### config.mk
export PLATFORM = sky130hd
export DESIGN_NAME = modem_write_control_regs
export DESIGN_NICKNAME = d
export VERILOG_FILES = /design/src/verilog/mwc_pkg.sv /design/src/verilog/modem_write_control_regs.sv /design/src/verilog/mwc_bit_timer.sv /design/src/verilog/mwc_serial_rx.sv
export SDC_FILE = /design/constraint.sdc
export NUM_CORES = 1
export LEC_CHECK = 0
export ABC_AREA = 1
export ABC_CLOCK_PERIOD_IN_PS = 4800
export BUFFER_PORTS_ARGS = -buffer_cell sky130_fd_sc_hd__buf_2
export CORE_MARGIN = 2
export CORE_UTILIZATION = 25
export DETAILED_ROUTE_END_ITERATION = 12
export PLACE_DENSITY = 0.51
export SYNTH_ARGS = -nofsm -noshare
export SYNTH_HDL_FRONTEND = slang
export SYNTH_SLANG_ARGS = --single-unit
### constraint.sdc
create_clock -name I_MCLK -period 4.8 [get_ports I_MCLK]
set_clock_uncertainty 0.1 [all_clocks]
set_input_delay 0.72 -clock I_MCLK [delete_from_list [all_inputs] [get_ports I_MCLK]]
set_output_delay 0.72 -clock I_MCLK [all_outputs]
set_load 0.03 [all_outputs]
### src/verilog/mwc_pkg.sv
// Constants and types shared by the modem write-only control register bank
`default_nettype none
package mwc_pkg;

    // Address bytes of the serial control bus
    localparam logic [7:0] ADDR_GENERAL_RESET = 8'h01;
    localparam logic [7:0] ADDR_SETUP         = 8'he0;
    localparam logic [7:0] ADDR_TONE          = 8'he1;
    localparam logic [7:0] ADDR_GAIN          = 8'he2;
    localparam logic [7:0] ADDR_TX_BYTE       = 8'he3;
    localparam logic [7:0] ADDR_CHAR_FORMAT   = 8'he4;
    localparam logic [7:0] ADDR_TX_MOD        = 8'he7;
    localparam logic [7:0] ADDR_RX_DEMOD      = 8'he8;
    localparam logic [7:0] ADDR_IRQ_MASK      = 8'hee;

    // Storage slots of the write-only registers
    localparam int         NUM_REGS         = 8;
    localparam logic [2:0] IDX_SETUP        = 3'h0;
    localparam logic [2:0] IDX_TONE         = 3'h1;
    localparam logic [2:0] IDX_GAIN         = 3'h2;
    localparam logic [2:0] IDX_TX_BYTE      = 3'h3;
    localparam logic [2:0] IDX_CHAR_FORMAT  = 3'h4;
    localparam logic [2:0] IDX_TX_MOD       = 3'h5;
    localparam logic [2:0] IDX_RX_DEMOD     = 3'h6;
    localparam logic [2:0] IDX_IRQ_MASK     = 3'h7;
    localparam logic [7:0] REG_RESET_VALUE  = 8'h00;

    // Setup register fields
    localparam int SETUP_RELAY_BIT   = 6;
    localparam int SETUP_DET_HI      = 5;
    localparam int SETUP_DET_LO      = 4;
    localparam int SETUP_LOOP_HI     = 3;
    localparam int SETUP_LOOP_LO     = 2;
    localparam int SETUP_XTAL_HI     = 1;
    localparam int SETUP_XTAL_LO     = 0;

    // Modulator and demodulator control fields
    localparam int TXMOD_OUTPUT_EN_BIT  = 6;
    localparam int RXDEM_PROGRESS_BW_BIT = 6;
    localparam int RXDEM_ENABLE_BIT     = 1;
    localparam int RXDEM_BAND_BIT       = 0;

    localparam logic [1:0] LOOP_NORMAL    = 2'h0;
    localparam logic [1:0] LOOP_ANALOG    = 2'h1;
    localparam logic [1:0] LOOP_DIGITAL   = 2'h2;
    localparam logic [1:0] XTAL_ZERO_POWER = 2'h0;

    // Timing
    localparam int CLK_HZ            = 50_000_000;
    localparam int MODEM_BIT_RATE    = 1200;
    localparam int BIT_PERIOD_CYCLES = CLK_HZ / MODEM_BIT_RATE;
    localparam int BYTE_BITS         = 8;

    typedef enum logic [1:0] {
        MWC_DET_PSK_CARRIER,
        MWC_DET_CALL_PROGRESS,
        MWC_DET_ANSWER_TONE,
        MWC_DET_OFF
    } mwc_detect_t;

    typedef enum logic [1:0] {
        MWC_PH_ADDR,
        MWC_PH_DATA,
        MWC_PH_SKIP
    } mwc_phase_t;

    // Hit flag in bit 3, storage slot in bits 2:0
    function automatic logic [3:0] mwc_reg_decode(input logic [7:0] addr);
        logic [3:0] r;
        r = 4'h0;
        unique case (addr)
            ADDR_SETUP:       r = {1'b1, IDX_SETUP};
            ADDR_TONE:        r = {1'b1, IDX_TONE};
            ADDR_GAIN:        r = {1'b1, IDX_GAIN};
            ADDR_TX_BYTE:     r = {1'b1, IDX_TX_BYTE};
            ADDR_CHAR_FORMAT: r = {1'b1, IDX_CHAR_FORMAT};
            ADDR_TX_MOD:      r = {1'b1, IDX_TX_MOD};
            ADDR_RX_DEMOD:    r = {1'b1, IDX_RX_DEMOD};
            ADDR_IRQ_MASK:    r = {1'b1, IDX_IRQ_MASK};
            default:          r = 4'h0;
        endcase
        return r;
    endfunction

endpackage
`default_nettype wire

### src/verilog/modem_write_control_regs.sv
// Write-only control register bank of the 1200 bit/s modem, serial bus slave
// Function
// - General reset is an address byte only
// - General reset clears all write-only registers
// - Setup bit 6 enables relay pull-down sink
// - Setup bits 5:4 pick receive detector mode
// - Loopback 00 means no internal loop
// - Loopback 01 routes transmit gain to receive
// - Loopback 10 serialises transmit byte into receiver
// - Address byte then one data byte stored
// - Setup bits 1:0 pick crystal or zero-power
// - Zero-power stops oscillator and most functions
`timescale 1ns/10ps
`default_nettype none
module modem_write_control_regs #(
    parameter int BIT_PERIOD_CYCLES = mwc_pkg::BIT_PERIOD_CYCLES
) (
    input  wire logic       I_MCLK,
    input  wire logic       I_RST,
    input  wire logic       I_SERIAL_CLK,
    input  wire logic       I_SELECT_N,
    input  wire logic       I_COMMAND_DATA,
    output logic            O_RELAY_PULLDOWN_PIN_O,
    output logic            O_RELAY_PULLDOWN_PIN_OE,
    output logic [1:0]      O_DETECT_MODE,
    output logic            O_ANALOG_LOOP,
    output logic            O_RX_AMP_CONNECT,
    output logic            O_DIGITAL_LOOP,
    output logic [1:0]      O_CRYSTAL_SELECT,
    output logic            O_ZERO_POWER,
    output logic            O_OSC_ENABLE,
    output logic [7:0]      O_TONE_CTRL,
    output logic [7:0]      O_GAIN_CTRL,
    output logic [7:0]      O_TX_BYTE,
    output logic            O_TX_BYTE_STROBE,
    output logic [7:0]      O_CHAR_FORMAT,
    output logic [7:0]      O_TX_MOD_CTRL,
    output logic [7:0]      O_RX_DEMOD_CTRL,
    output logic [7:0]      O_IRQ_MASK,
    output logic            O_TRANSMIT_OUTPUT_ENABLE,
    output logic            O_BAND_SELECT,
    output logic            O_PROGRESS_BANDWIDTH_SELECT,
    output logic            O_RX_DEMOD_ENABLE,
    output logic            O_LOOP_TX_READY,
    output logic            O_LOOP_RX_READY,
    output logic [7:0]      O_LOOP_RX_DATA
);
    if (BIT_PERIOD_CYCLES < 2) begin : g_bad_period
        $error("modem_write_control_regs: BIT_PERIOD_CYCLES must be at least 2");
    end

    typedef struct packed {
        mwc_pkg::mwc_phase_t phase;
        logic [2:0]          idx;
        logic [7:0][7:0]     regs;
        logic                tx_strobe;
        logic                lb_active;
        logic [2:0]          lb_cnt;
        logic [7:0]          lb_shift;
        logic [7:0]          lb_rx;
        logic [7:0]          rx_data;
        logic                rx_ready;
    } mwc_state_t;

    localparam mwc_state_t CTRL_RESET = '{
        phase:     mwc_pkg::MWC_PH_ADDR,
        idx:       3'h0,
        regs:      {mwc_pkg::NUM_REGS{mwc_pkg::REG_RESET_VALUE}},
        tx_strobe: 1'b0,
        lb_active: 1'b0,
        lb_cnt:    3'h0,
        lb_shift:  8'h00,
        lb_rx:     8'h00,
        rx_data:   8'h00,
        rx_ready:  1'b0
    };

    mwc_state_t s;
    mwc_state_t next_s;

    logic       byte_valid;
    logic [7:0] byte_data;
    logic       bit_tick;
    logic [3:0] dec;
    logic [7:0] setup;
    logic [1:0] loop_code;
    logic [1:0] xtal_code;
    logic       zero_power;

    mwc_serial_rx u_rx (
        .i_clk        (I_MCLK),
        .i_rst        (I_RST),
        .i_sclk       (I_SERIAL_CLK),
        .i_select_n   (I_SELECT_N),
        .i_cdata      (I_COMMAND_DATA),
        .o_byte_valid (byte_valid),
        .o_byte       (byte_data)
    );

    // Bit clock runs only while a loopback byte is in flight
    mwc_bit_timer #(
        .DIVIDE (BIT_PERIOD_CYCLES)
    ) u_bit_timer (
        .i_clk    (I_MCLK),
        .i_rst    (I_RST),
        .i_enable (s.lb_active && !zero_power),
        .o_tick   (bit_tick)
    );

    assign setup      = s.regs[mwc_pkg::IDX_SETUP];
    assign loop_code  = setup[mwc_pkg::SETUP_LOOP_HI:mwc_pkg::SETUP_LOOP_LO];
    assign xtal_code  = setup[mwc_pkg::SETUP_XTAL_HI:mwc_pkg::SETUP_XTAL_LO];
    assign zero_power = (xtal_code == mwc_pkg::XTAL_ZERO_POWER);
    assign dec        = mwc_pkg::mwc_reg_decode(byte_data);

    always_comb begin
        next_s           = s;
        next_s.tx_strobe = 1'b0;
        next_s.rx_ready  = 1'b0;

        // Digital loopback serialiser, LSB first into the receive buffer
        if (loop_code != mwc_pkg::LOOP_DIGITAL) begin
            next_s.lb_active = 1'b0;
            next_s.lb_cnt    = 3'h0;
        end else if (s.lb_active && bit_tick) begin
            next_s.lb_rx    = {s.lb_shift[0], s.lb_rx[7:1]};
            next_s.lb_shift = {1'b0, s.lb_shift[7:1]};
            if (s.lb_cnt == 3'(mwc_pkg::BYTE_BITS - 1)) begin
                next_s.lb_active = 1'b0;
                next_s.lb_cnt    = 3'h0;
                next_s.rx_data   = {s.lb_shift[0], s.lb_rx[7:1]};
                next_s.rx_ready  = 1'b1;
            end else begin
                next_s.lb_cnt = s.lb_cnt + 3'h1;
            end
        end

        if (I_SELECT_N) begin
            // End of transaction, next byte is an address again
            next_s.phase = mwc_pkg::MWC_PH_ADDR;
        end else if (byte_valid) begin
            unique case (s.phase)
                mwc_pkg::MWC_PH_ADDR: begin
                    if (byte_data == mwc_pkg::ADDR_GENERAL_RESET) begin
                        // Acts at once, no data byte awaited
                        next_s.regs      = CTRL_RESET.regs;
                        next_s.lb_active = 1'b0;
                        next_s.lb_cnt    = 3'h0;
                        next_s.phase     = mwc_pkg::MWC_PH_SKIP;
                    end else if (dec[3]) begin
                        next_s.idx   = dec[2:0];
                        next_s.phase = mwc_pkg::MWC_PH_DATA;
                    end else begin
                        next_s.phase = mwc_pkg::MWC_PH_SKIP;
                    end
                end
                mwc_pkg::MWC_PH_DATA: begin
                    next_s.regs[s.idx] = byte_data;
                    next_s.phase       = mwc_pkg::MWC_PH_SKIP;
                    if (s.idx == mwc_pkg::IDX_TX_BYTE) begin
                        next_s.tx_strobe = 1'b1;
                        // A byte written while one is still shifting is not looped
                        if (loop_code == mwc_pkg::LOOP_DIGITAL && !s.lb_active) begin
                            next_s.lb_shift  = byte_data;
                            next_s.lb_active = 1'b1;
                            next_s.lb_cnt    = 3'h0;
                        end
                    end
                end
                mwc_pkg::MWC_PH_SKIP: begin
                    // Extra bytes of a transaction are dropped
                    next_s.phase = mwc_pkg::MWC_PH_SKIP;
                end
            endcase
        end
    end

    always_ff @(posedge I_MCLK or posedge I_RST) begin
        if (I_RST) begin
            s <= CTRL_RESET;
        end else begin
            s <= next_s;
        end
    end

    // Open-drain relay driver only ever pulls low
    assign O_RELAY_PULLDOWN_PIN_O  = 1'b0;
    assign O_RELAY_PULLDOWN_PIN_OE = setup[mwc_pkg::SETUP_RELAY_BIT];

    assign O_DETECT_MODE = setup[mwc_pkg::SETUP_DET_HI:mwc_pkg::SETUP_DET_LO];

    // Reserved code 11 falls back to normal routing
    assign O_ANALOG_LOOP    = (loop_code == mwc_pkg::LOOP_ANALOG);
    assign O_RX_AMP_CONNECT = (loop_code != mwc_pkg::LOOP_ANALOG);
    assign O_DIGITAL_LOOP   = (loop_code == mwc_pkg::LOOP_DIGITAL);

    assign O_CRYSTAL_SELECT = xtal_code;
    assign O_ZERO_POWER     = zero_power;
    assign O_OSC_ENABLE     = !zero_power;

    assign O_TONE_CTRL      = s.regs[mwc_pkg::IDX_TONE];
    assign O_GAIN_CTRL      = s.regs[mwc_pkg::IDX_GAIN];
    assign O_TX_BYTE        = s.regs[mwc_pkg::IDX_TX_BYTE];
    assign O_TX_BYTE_STROBE = s.tx_strobe;
    assign O_CHAR_FORMAT    = s.regs[mwc_pkg::IDX_CHAR_FORMAT];
    assign O_TX_MOD_CTRL    = s.regs[mwc_pkg::IDX_TX_MOD];
    assign O_RX_DEMOD_CTRL  = s.regs[mwc_pkg::IDX_RX_DEMOD];
    assign O_IRQ_MASK       = s.regs[mwc_pkg::IDX_IRQ_MASK];

    assign O_TRANSMIT_OUTPUT_ENABLE    = s.regs[mwc_pkg::IDX_TX_MOD][mwc_pkg::TXMOD_OUTPUT_EN_BIT];
    assign O_BAND_SELECT               = s.regs[mwc_pkg::IDX_RX_DEMOD][mwc_pkg::RXDEM_BAND_BIT];
    assign O_PROGRESS_BANDWIDTH_SELECT = s.regs[mwc_pkg::IDX_RX_DEMOD][mwc_pkg::RXDEM_PROGRESS_BW_BIT];
    assign O_RX_DEMOD_ENABLE           = s.regs[mwc_pkg::IDX_RX_DEMOD][mwc_pkg::RXDEM_ENABLE_BIT];

    // Loopback handshake toward the receive side
    assign O_LOOP_TX_READY = (loop_code == mwc_pkg::LOOP_DIGITAL) && !s.lb_active;
    assign O_LOOP_RX_READY = s.rx_ready;
    assign O_LOOP_RX_DATA  = s.rx_data;
endmodule
`default_nettype wire

### src/verilog/mwc_bit_timer.sv
// Modem bit-rate enable divider, restarts whenever it is disabled
`timescale 1ns/10ps
`default_nettype none
module mwc_bit_timer #(
    parameter int DIVIDE = mwc_pkg::BIT_PERIOD_CYCLES
) (
    input  wire logic i_clk,
    input  wire logic i_rst,
    input  wire logic i_enable,
    output logic      o_tick
);
    localparam int CW = $clog2(DIVIDE);

    if (DIVIDE < 2) begin : g_bad_divide
        $error("mwc_bit_timer: DIVIDE must be at least 2");
    end

    typedef struct packed {
        logic [CW-1:0] cnt;
        logic          tick;
    } mwc_tmr_state_t;

    localparam mwc_tmr_state_t TMR_RESET = '0;

    mwc_tmr_state_t s;
    mwc_tmr_state_t next_s;

    always_comb begin
        next_s      = s;
        next_s.tick = 1'b0;
        if (!i_enable) begin
            next_s.cnt = '0;
        end else if (s.cnt == CW'(DIVIDE - 1)) begin
            next_s.cnt  = '0;
            next_s.tick = 1'b1;
        end else begin
            next_s.cnt = s.cnt + CW'(1);
        end
    end

    always_ff @(posedge i_clk or posedge i_rst) begin
        if (i_rst) begin
            s <= TMR_RESET;
        end else begin
            s <= next_s;
        end
    end

    // Gated with enable so a late tick never leaks after a stop
    assign o_tick = s.tick && i_enable;
endmodule
`default_nettype wire

### src/verilog/mwc_serial_rx.sv
// Byte receiver for the serial control bus, MSB first on serial clock rising edges
`timescale 1ns/10ps
`default_nettype none
module mwc_serial_rx (
    input  wire logic       i_clk,
    input  wire logic       i_rst,
    input  wire logic       i_sclk,
    input  wire logic       i_select_n,
    input  wire logic       i_cdata,
    output logic            o_byte_valid,
    output logic [7:0]      o_byte
);
    typedef struct packed {
        logic       sclk_prev;
        logic [2:0] cnt;
        logic [6:0] shift;
        logic       valid;
        logic [7:0] data;
    } mwc_rx_state_t;

    localparam mwc_rx_state_t RX_RESET = '0;

    mwc_rx_state_t s;
    mwc_rx_state_t next_s;

    always_comb begin
        next_s           = s;
        next_s.valid     = 1'b0;
        next_s.sclk_prev = i_sclk;
        if (i_select_n) begin
            // Deselect drops any partial byte
            next_s.cnt = 3'h0;
        end else if (i_sclk && !s.sclk_prev) begin
            if (s.cnt == 3'(mwc_pkg::BYTE_BITS - 1)) begin
                next_s.data  = {s.shift, i_cdata};
                next_s.valid = 1'b1;
                next_s.cnt   = 3'h0;
            end else begin
                next_s.shift = {s.shift[5:0], i_cdata};
                next_s.cnt   = s.cnt + 3'h1;
            end
        end
    end

    always_ff @(posedge i_clk or posedge i_rst) begin
        if (i_rst) begin
            s <= RX_RESET;
        end else begin
            s <= next_s;
        end
    end

    assign o_byte_valid = s.valid;
    assign o_byte       = s.data;
endmodule
`default_nettype wire
==> results.py, run 1 <==
metrics = {
    "timing": {
        "period_minus_slack_ns": 2.847,
        "relSlewSlack_pct": 22.04,
        "setup_tns_ns": 0,
        "setup_violations": 0,
        "worst_pin_slew_ns": 1.169,
        "fmax_mhz": 351.2,
        "whs_ns": 0.2997,
        "rsz0062_at_grt": "no",
        "drv_slew": 0,
        "hold_violations": 0,
        "post-route-period-util_pct": 59.31,
    },
    "routing": {
        "drc": 0,
        "wirelength_mm": 17.71,
        "num_vias": 5731,
        "drtIter0Drc": 390,
        "drtAntennaViolNets": 0,
        "routedWlPerCell_um": 13.10,
        "viasPerCell": 4.239,
        "first_pass_iters": 6,
    },
    "clock_tree": {
        "numCtsBuffers": 17,
        "htree_levels": 4,
        "cts_tree": "done",
        "post_cts_resized": 0,
        "cts_hold_buf": 0,
        "postCtsSetupRepairBufs": 0,
        "cts_max_path_buffers": 2,
        "numClockSinks": 134,
        "clk_pin_slew_ns": 0.06,
        "root_buffer": "clkbuf_16",
        "clkLatencyLatePin_ns": 0.42,
    },
    "global_routing": {
        "met1_usage_pct": 16.37,
        "grt_overflow": 0,
        "grt_start_max_net_pins": 93,
        "grt_pass1_vias": 5414,
        "antenna_found_initial": 0,
        "top_usage_layer": "met2",
        "grt_use_met3_pct": 2.964,
        "grt_pass1_wl_mm": 29.24,
        "grtUsageMet2_pct": 18.26,
        "grt_usage_pct": 11.80,
    },
    "worst_setup_path": {
        "crit_slowest_cell": "nand2_4",
        "cpPeakStageDelay_ns": 0.80,
        "cp-start-kind": "flop",
        "path_cells": "clkinv_2, nand2_1, nor2_2, nand2_2, nand2_2, nand2_4, buf_4, o21ai_1",
        "path_common_cell": "nand2_2",
        "r2r-end": "O_CHAR_FORMAT[4]",
        "critPathCaptureType": "flop",
        "worstPathRequired_ns": 4.99,
        "worstPathMaxFanout": 92,
        "arrival_ns": 3.04,
        "r2r-start": "u_rx.o_byte[3]",
        "rr_worst_depth": 8,
        "worstSetupPathType": "flop to flop",
        "r2r_setup_slack_ns": 1.95,
    },
    "yosys": {
        "seq_area_frac_synth_pct": 44.82,
        "synthCells": 948,
        "synthTopCellsByArea": "dfrtp_1 45%, nand2_1 17%, buf_4 7.5%, o21ai_2 5.7%, o21ai_0 5.3%",
        "avgSynthCellArea_um2": 7.893,
        "ys_seq_elements": 134,
        "syn-num-nets": 961,
        "synthTopCellsByCount": "338 x nand2_1, 134 x dfrtp_1, 79 x o21ai_0, 75 x buf_4, 59 x nor2_1",
        "yosysTopAreaCellShare_pct": 44.82,
        "ys_warn_count": 0,
        "synthDistinctLibCells": 30,
        "syn_area_mm2": 0.007482,
        "synth_top_cell_by_area": "dfrtp_1",
        "yosysMostFrequentCell": "nand2_1",
        "synth_edf_count": 0,
        "synthFlopType": "dfrtp_1",
        "synthArstFlopShare_pct": 100.0,
    },
    "pwr": {
        "total_power_w": 0.002633,
        "power_leakage_nw": 3.809,
        "peakVddDrop_mv": 0.2323,
        "p_per_area_mw_per_mm2": 317.9,
    },
    "placement": {
        "gp_congestion": 0.7952,
        "dpl.hpwl_mm": 12.23,
        "post_dp_cell_area_mm2": 0.007630,
        "portBuffers": 85,
    },
    "die": {
        "die_area_mm2": 0.03133,
        "die_y_um": 177,
        "die_width_um": 177,
        "std_cell_rows": 63,
        "start_util_pct": 25.31,
        "io_pins": 87,
        "coreArea_mm2": 0.02956,
    },
    "run_status": {
        "status": "finished, final reports clean",
    },
    "cells_and_area": {
        "nets": 962,
        "area_delta_synth_final_pct": 10.69,
        "finalInstanceArea_mm2": 0.008282,
        "drive_above_1_share_pct": 21.10,
        "post-route-util_pct": 28.02,
        "num_antenna_cells": 0,
    },
    "hold_path": {
        "hold_class": "input port to asynchronous set/reset pin",
    },
    "run": {
        "maxCapViolations": 0,
    },
}
-- worst max path at each step --
stage | end | slack [ns] | start
after global routing | O_CHAR_FORMAT[4] | 1.71 | u_rx.o_byte[3]
after floorplan | O_CHAR_FORMAT[0] | 0.40 | I_RST
after detailed placement | O_CHAR_FORMAT[4] | 1.89 | I_SELECT_N
after global placement | O_CHAR_FORMAT[5] | 1.94 | I_SELECT_N
final | O_CHAR_FORMAT[4] | 1.95 | u_rx.o_byte[3]
after CTS | O_CHAR_FORMAT[4] | 2.00 | u_rx.o_byte[3]
-- metal layers --
metal,up-vias,part of all wire (%)
met5,-,0
met4,0,1.1
met3,15,4.6
met2,105,46
met1,2670,49
li1,2941,-
-- state kept, by name (all words and copies together) (netlist names) --
| signal | flops |
|---|---|
| O_TX_BYTE_STROBE | 1 |
| O_TX_BYTE | 8 |
| s | 24 |
| O_CHAR_FORMAT | 8 |
| u_rx.o_byte | 8 |
| O_IRQ_MASK | 8 |
| O_TONE_CTRL | 8 |
| O_LOOP_RX_READY | 1 |
| u_bit_timer.s | 17 |
| setup | 7 |
| u_rx.o_byte_valid | 1 |
| O_LOOP_RX_DATA | 8 |
| O_GAIN_CTRL | 8 |
| O_RX_DEMOD_CTRL | 8 |
| O_TX_MOD_CTRL | 8 |
| u_rx.s | 11 |
-- layout by cell type (no fill, tap or decap) --
cell and count:
o21ai_0 79, o21ai_1 18, dfrtp_1 134, nor2_2 4, nand3_4 1, inv_1 55, inv_6 2, clkbuf_16 17
nand4_1 7, or2_2 1, inv_2 10, xnor2_1 1, nor2_1 59, clkbuf_1 1, nor2_4 2, clkinv_2 4
clkinv_4 3, nand2_4 1, buf_2 85, nor3_4 2, buf_4 4, xor2_1 6, ha_1 7, ha_2 1
nand2_2 5, bufinv_16 4, nand3_2 3, nor3_1 4, clkinvlp_4 1, a22o_1 2, nand2_1 338, nand3_1 34
a21oi_1 13, o21ai_2 49, conb_1 1, clkbuf_8 4
-- cells by family (layout without fill, tap and decap cells) --
| kind of cell | after synthesis | after routing | synth area share (%) |
|---|---|---|---|
| AO/OA/AOI/OAI | 161 | 161 | 13.33 |
| XOR/XNOR | 7 | 7 | 0.8194 |
| adder cells (fa/ha/maj) | 8 | 8 | 1.338 |
| buffers and inverters | 176 | 190 | 14.31 |
| flip-flops | 134 | 134 | 44.82 |
| other | 1 | 1 | 0.05012 |
| AND/OR/NAND/NOR | 461 | 461 | 25.33 |
-- power breakdown --
part | internal (W) | total (W) | switching, W | leakage (nW)
sequential | 0.00114 | 0.00115 | 0.00000727 | 1.83
clock | 0.000929 | 0.00143 | 0.000502 | 0.317
combinational | 0.0000104 | 0.0000502 | 0.0000398 | 1.67
total | 0.00208 | 0.00263 | 0.000549 | 3.81
-- metrics by stage --
step           worst slack (ns)  cells
4_1_cts                   2.002   1352
3_5_place_dp              1.892   1320
5_1_grt                   1.706   1352
6_report                  1.953   1352
3_3_place_gp              1.940   1320
2_1_floorplan            0.3972    948
-- cell type report --
type	instances	area [µm²]
clock inverter	10	167.7
tap	390	488.0
sequential	134	3353
timing repair buffer	89	455.4
inverter	69	267.8
fill	3232	21280
multi-input combinational	638	3065
clock buffer	22	484.2
-- critical path: cells and delay by family, from the launching register on --
family                 cells  cell delay, ns
AO/OA/AOI/OAI              1            0.13
buffers and inverters      2            0.71
flip-flops                 1            0.55
AND/OR/NAND/NOR            5            1.12
Note: power is estimated with default switching activity, not from simulation.
==> run 2, diff against run 1 <==
Settings changed: ABC_AREA 1 to 0, ABC_CLOCK_PERIOD_IN_PS 4800 to 2450, PLACE_DENSITY 0.51 to 0.52.
Clock period 4.8 ns to 2.45 ns, I/O delays scaled along.
==> run 2 against run 1 <==
  * Final cell count shrank 25%
  * Clock power grew 77%
  * Register-to-register slack lost 1.7 ns
  * Sequential cell count is the same
  * Critical path type unchanged
  * Largest power group unchanged
  * Critical path depth shrank 3
  * First-iteration DRC count shrank 15%
  * Cell area shrank 9.2%
  * Fmax grew 27%
  * Via count shrank 24%
  * Wire length shrank 15%
  * Synthesized cell count shrank 33%
==> results.py, run 2 <==
metrics = {
    "run_status": {
        "status": "finished, final reports clean",
    },
    "worst_setup_path": {
        "critPathCaptureType": "flop",
        "path_cells": "or4b_4, or4_4, buf_12, nand2_1, o21ai_0",
        "worstSetupPathType": "flop to flop",
        "arrival_ns": 2.43,
        "crit_slowest_cell": "or4_4",
        "r2r_setup_slack_ns": 0.21,
        "cpPeakStageDelay_ns": 0.66,
        "worstPathMaxFanout": 50,
        "worstPathRequired_ns": 2.64,
        "cp-start-kind": "flop",
    },
    "placement": {
        "gp_congestion": 0.7476,
        "portBuffers": 85,
        "post_dp_cell_area_mm2": 0.006918,
        "dpl.hpwl_mm": 10.16,
        "place_ws_ns": 0.2093,
    },
    "cells_and_area": {
        "largest_register_ffs": 24,
        "area_delta_synth_final_pct": 14.78,
        "drive_above_1_share_pct": 26.41,
        "num_antenna_cells": 0,
        "nets": 674,
        "final_common_cell": "dfrtp_1",
        "finalInstanceArea_mm2": 0.007521,
        "largestRegisters": "s x24, u_bit_timer.s x17, u_rx.s x11",
        "largest_register": "s",
        "mostFrequentLayoutCells": "134 x dfrtp_1, 85 x buf_2, 78 x nand2_1, 41 x nor2_1",
    },
    "routing": {
        "routedWlPerCell_um": 14.84,
        "drtIter0Drc": 330,
        "num_vias": 4355,
        "drc": 0,
        "wirelength_mm": 14.98,
        "viasPerCell": 4.316,
        "first_pass_iters": 4,
        "drtAntennaViolNets": 0,
    },
    "timing": {
        "period_minus_slack_ns": 2.244,
        "rsz0062_at_grt": "no",
        "relSlewSlack_pct": 59.06,
        "whs_ns": 0.08426,
        "drv_slew": 0,
        "hold_violations": 0,
        "fin_ws_ns": 0.2063,
        "setup_tns_ns": 0,
        "fmax_mhz": 445.7,
        "post-route-period-util_pct": 91.58,
        "setup_violations": 0,
        "worst_pin_slew_ns": 0.6124,
    },
    "die": {
        "die_width_um": 165.9,
        "start_util_pct": 25.29,
        "die_y_um": 165.9,
        "die_area_mm2": 0.02752,
        "io_pins": 87,
        "coreArea_mm2": 0.02591,
        "std_cell_rows": 59,
    },
    "pwr": {
        "clkPwrFrac_pct": 51.1,
        "switching_share_pct": 23.99,
        "combPwrFrac_pct": 2.4,
        "power_leakage_nw": 3.607,
        "peakVddDrop_mv": 0.4420,
        "p_int_w": 0.003759,
        "p_sw_w": 0.001187,
        "p_per_area_mw_per_mm2": 657.6,
        "p_seq_share_pct": 46.5,
    },
    "yosys": {
        "ys_warn_count": 0,
        "synth_top_cell_by_area": "dfrtp_1",
        "avgSynthCellArea_um2": 10.35,
        "synth_edf_count": 0,
        "synthCells": 633,
        "synthDistinctLibCells": 53,
        "synthTopCellsByCount": "134 x dfrtp_1, 78 x nand2_1, 71 x buf_4, 41 x nor2_1",
        "synthFlopType": "dfrtp_1",
        "synthTopCellsByArea": "dfrtp_1 51%, buf_4 8.1%, mux2i_1 6.1%, nand2_1 4.5%, mux2_2 4.1%",
        "syn_area_mm2": 0.006553,
        "yosysMostFrequentCell": "dfrtp_1",
        "yosysTopAreaCellShare_pct": 51.17,
        "syn-num-nets": 646,
        "synthArstFlopShare_pct": 100.0,
        "seq_area_frac_synth_pct": 51.17,
        "ys_seq_elements": 134,
    },
    "clock_tree": {
        "cts_max_path_buffers": 2,
        "cts_hold_buf": 2,
        "post_cts_resized": 0,
        "numCtsBuffers": 17,
        "clkLatencyLatePin_ns": 0.42,
        "cts_tree": "done",
        "clk_pin_slew_ns": 0.06,
        "root_buffer": "clkbuf_16",
        "postCtsSetupRepairBufs": 0,
        "numClockSinks": 134,
        "htree_levels": 4,
    },
    "global_routing": {
        "grt_pass1_vias": 4351,
        "grt_start_max_net_pins": 68,
        "grt_overflow": 0,
        "grt_usage_pct": 11.16,
        "grt_pass1_wl_mm": 24.38,
        "antenna_found_initial": 1,
    },
    "run": {
        "maxCapViolations": 0,
    },
    "hold_path": {
        "hold_class": "input port to flop",
    },
}
run 2: cell types whose count changed in the layout (fill, tap and decap cells not counted), sizes merged, moves of 5 or more:
cell    previous run  this run
buf               89       109
nand2            344        79
inv               67        29
mux2               0        24
mux2i              0        40
and2               0         5
nand2b             0         7
clkinv             7         2
clkbuf            22        17
xnor2              1        12
nor4               0         9
o21ai            146        46
nor2              65        41
run 2: power groups by stage:
stage | registers (W) | logic [W] | clock network [W]
CTS | 0.00230 | 0.000125 | 0.00259
global route | 0.00231 | 0.000137 | 0.00267
floorplan | 0.00233 | 0.0000915 | 0
finish | 0.00230 | 0.000119 | 0.00253
detailed placement | 0.00234 | 0.000122 | 0
global placement | 0.00234 | 0.000121 | 0
run 2: worst max-delay path: cells and delay by family (launching register included):
family	cells	cell delay (ns)
AND/OR/NAND/NOR	3	1.29
flip-flops	1	0.37
buffers and inverters	1	0.24
AO/OA/AOI/OAI	1	0.07
run 2: logic make-up (layout without fill, tap and decap cells):
| logic type | Yosys count | count (layout) | share of synthesized area [%] |
|---|---|---|---|
| simple gates | 222 | 222 | 17.24 |
| flops | 134 | 134 | 51.17 |
| buf+inv | 122 | 163 | 12.03 |
| compound gates | 66 | 66 | 5.576 |
| mux | 64 | 64 | 10.23 |
| xor+xnor | 15 | 15 | 2.005 |
| fa+ha+maj | 9 | 9 | 1.680 |
| other cells | 1 | 1 | 0.05723 |
run 2: per-stage QoR:
stage	power [W]	util [%]	std cells
2_1_floorplan	0.002420	-	633
3_3_place_gp	0.002459	26.70	975
3_5_place_dp	0.002463	26.70	975
4_1_cts	0.005019	29.03	1009
5_1_grt	0.005107	29.03	1009
6_report	0.004946	29.03	1009
run 2: layout make-up:
type / instances / area, µm²
fillers: 2721 / 18390
clock inverters: 15 / 157.7
inverters: 20 / 78.83
multi-input cells: 377 / 2411
repair buffers: 111 / 675.6
well taps: 335 / 419.2
clock buffers: 17 / 425.4
flip-flops and latches: 134 / 3353
run 2: per-layer routing:
metal	up-vias	routed length (µm)	global-route usage [%]
li1	2138	-	-
met1	2134	7086	14.50
met2	68	6960	17.68
met3	13	725	3.456
met4	2	193	3.781
met5	-	11	0
run 2: worst paths after layout:
| check | to | cells after the start | startpoint |
|---|---|---|---|
| hold / removal | u_rx.o_byte[0] | 3 | I_COMMAND_DATA |
| min in group asynchronous | s[12] | 3 | I_RST |
| setup / recovery | O_GAIN_CTRL[3] | 5 | u_rx.o_byte[1] |
| setup reg to reg | O_GAIN_CTRL[3] | 5 | u_rx.o_byte[1] |
| hold reg to reg | O_LOOP_RX_DATA[5] | 1 | O_LOOP_RX_DATA[5] |
| max in group asynchronous | O_RX_DEMOD_CTRL[1] | 4 | I_RST |
==> run 3, diff against run 2 <==
Settings changed: BUFFER_PORTS_ARGS -buffer_cell sky130_fd_sc_hd__buf_2 to -buffer_cell sky130_fd_sc_hd__buf_4, CORE_MARGIN 2 to default, CTS_CLUSTER_DIAMETER from default to 120.
==> run 3 against run 2 <==
  * Fmax is 1.8% higher
  * Cell area rose by 3.3%
  * Largest power group unchanged
  * Power increased by 0.20%
  * Non-clock buffer count rose by 7
  * Setup slack better by 0.039 ns
  * Global-route usage up 0.88 points
  * Via count up 2.0%
  * Largest cell class unchanged
  * Sequential share of layout area shrank 1.4 points
==> results.py, run 3 (same netlist as run 2, synthesis figures left out) <==
metrics = {
    "hold_path": {
        "hold_class": "input port to flop",
        "worstHoldEndpoint": "u_rx.o_byte[0]",
        "holdPathStages": 3,
        "holdCritStartpoint": "I_COMMAND_DATA",
    },
    "die": {
        "std_cell_rows": 58,
        "die_width_um": 163.9,
        "io_pins": 87,
        "die_area_mm2": 0.02686,
        "start_util_pct": 25.72,
        "die_y_um": 163.9,
        "coreArea_mm2": 0.02547,
    },
    "worst_setup_path": {
        "crit_slowest_cell": "or4_4",
        "rr_worst_depth": 5,
        "worstPathMaxFanout": 24,
        "cp-start-kind": "flop",
        "r2r_setup_slack_ns": 0.24,
        "critPathCaptureType": "flop",
        "path_cells": "or4b_4, or4_4, buf_4, nand2_1, o21ai_0",
        "worstPathRequired_ns": 2.64,
        "worstSetupPathType": "flop to flop",
        "cpLargestDelayFamily": "simple AND/OR/NAND/NOR gates",
        "r2r-end": "O_TX_BYTE[4]",
        "arrival_ns": 2.39,
        "cpPeakStageDelay_ns": 0.61,
        "r2r-start": "u_rx.o_byte[1]",
        "path_buf_inv": 1,
    },
    "timing": {
        "fin_ws_ns": 0.2449,
        "drv_slew": 0,
        "setup_violations": 0,
        "worst_pin_slew_ns": 0.6825,
        "period_minus_slack_ns": 2.205,
        "fmax_mhz": 453.5,
        "hold_violations": 0,
        "setup_tns_ns": 0,
        "relSlewSlack_pct": 54.33,
        "rsz0062_at_grt": "no",
        "post-route-period-util_pct": 90.00,
    },
    "cells_and_area": {
        "area_delta_synth_final_pct": 18.52,
        "num_antenna_cells": 0,
        "mostFrequentLayoutCells": "134 x dfrtp_1, 113 x buf_4, 78 x nand2_1, 41 x nor2_1",
        "largest_register_ffs": 24,
        "nets": 681,
        "largest_register": "s",
        "largestRegisters": "s x24, u_bit_timer.s x17, u_rx.s x11",
        "final_common_cell": "dfrtp_1",
        "drive_above_1_share_pct": 27.17,
        "multi_input_area_mm2": 0.002411,
        "nFillCells": 2658,
        "regArea_mm2": 0.003353,
    },
    "clock_tree": {
        "postCtsSetupRepairBufs": 0,
        "cts_tree": "done",
        "htree_levels": 4,
        "root_buffer": "clkbuf_16",
        "numClockSinks": 134,
        "clkLatencyLatePin_ns": 0.42,
        "clk_pin_slew_ns": 0.06,
        "post_cts_resized": 0,
        "cts_max_path_buffers": 2,
        "numCtsBuffers": 17,
    },
    "pwr": {
        "power_leakage_nw": 3.627,
        "p_per_area_mw_per_mm2": 638.1,
        "peakVddDrop_mv": 0.4742,
    },
    "global_routing": {
        "grt_overflow": 0,
        "grt_usage_pct": 12.05,
        "antenna_found_initial": 0,
        "grt_start_max_net_pins": 43,
        "grt_pass1_wl_mm": 24.71,
        "grt_pass1_vias": 4441,
    },
    "placement": {
        "portBuffers": 85,
        "gp_congestion": 0.7694,
        "dpl.hpwl_mm": 10.63,
        "place_ws_ns": 0.2478,
    },
    "routing": {
        "first_pass_iters": 4,
        "drc": 0,
        "drtAntennaViolNets": 0,
        "routedWlPerCell_um": 15.06,
        "viasPerCell": 4.395,
        "wirelength_mm": 15.22,
        "drtIter0Drc": 309,
        "num_vias": 4443,
    },
    "run_status": {
        "status": "finished, final reports clean",
    },
    "run": {
        "maxCapViolations": 0,
    },
}
==> run 3: cell types whose count changed in the layout (fill, tap and decap cells not counted), sizes merged <==
| cell | previous run | this run |
|---|---|---|
| buf | 109 | 116 |
| clkinvlp | 3 | 4 |
| inv | 29 | 28 |
==> run 3: final cells by class <==
cell class	instances	area share (%)
multi-input cells	377	31.05
clock buffers	17	5.478
clock inverters	15	2.014
inverters	20	1.015
well taps	330	5.317
flip-flops and latches	134	43.18
repair buffers	118	11.95
==> run 3: repair_timing <==
action / in CTS / in global routing
hold endpoints to repair: 21 / 0
endpoints found under the setup margin: 0 / 0
hold buffers: 2 / 0
==> run 3: report_power, final <==
group | internal [W] | switching, W | leakage, nW
logic | 0.0000565 | 0.0000661 | 1.57
clock network | 0.00144 | 0.00110 | 0.278
registers | 0.00226 | 0.0000349 | 1.77
total | 0.00376 | 0.00120 | 3.63
==> run 3: worst min-delay path, delay by kind of cell <==
| kind | cells | cell delay [ns] |
|---|---|---|
| simple gates | 1 | 0.04 |
| buf+inv | 1 | 0.09 |
| compound gates | 1 | 0.06 |
==> run 3: layer usage <==
layer / global-route usage [%] / wire length (µm) / share of wire (%) / vias to the layer above
met5: 0 / 0 / 0 / -
met4: 5.135 / 244 / 1.6 / 0
met3: 3.712 / 975 / 6.4 / 17
met2: 18.51 / 7044 / 46 / 106
met1: 15.57 / 6956 / 46 / 2169
li1: - / - / - / 2151
==> run 3: stage by stage <==
step	power [W]	util [%]	hold WS, ns	area [µm²]	cells
4_1_cts	0.005041	30.49	0.04708	7766	1011
5_1_grt	0.005148	30.49	0.07443	7766	1011
3_5_place_dp	0.002466	28.13	0.3884	7164	977
6_report	0.004956	30.49	0.06349	7766	1011
3_3_place_gp	0.002463	28.13	0.3767	7164	977
2_1_floorplan	0.002420	-	0.2989	6556	633
==> run 3: worst max path at each step <==
stage / from / to / cells past startpoint
CTS: u_rx.o_byte[1] / O_TX_MOD_CTRL[6] / 5
detailed placement: u_rx.o_byte[1] / O_TX_MOD_CTRL[6] / 5
global placement: u_rx.o_byte[1] / O_TX_BYTE[3] / 5
global route: u_rx.o_byte[7] / O_TX_BYTE[6] / 5
finish: u_rx.o_byte[1] / O_TX_BYTE[4] / 5
floorplan: s[28] / s[22] / 5
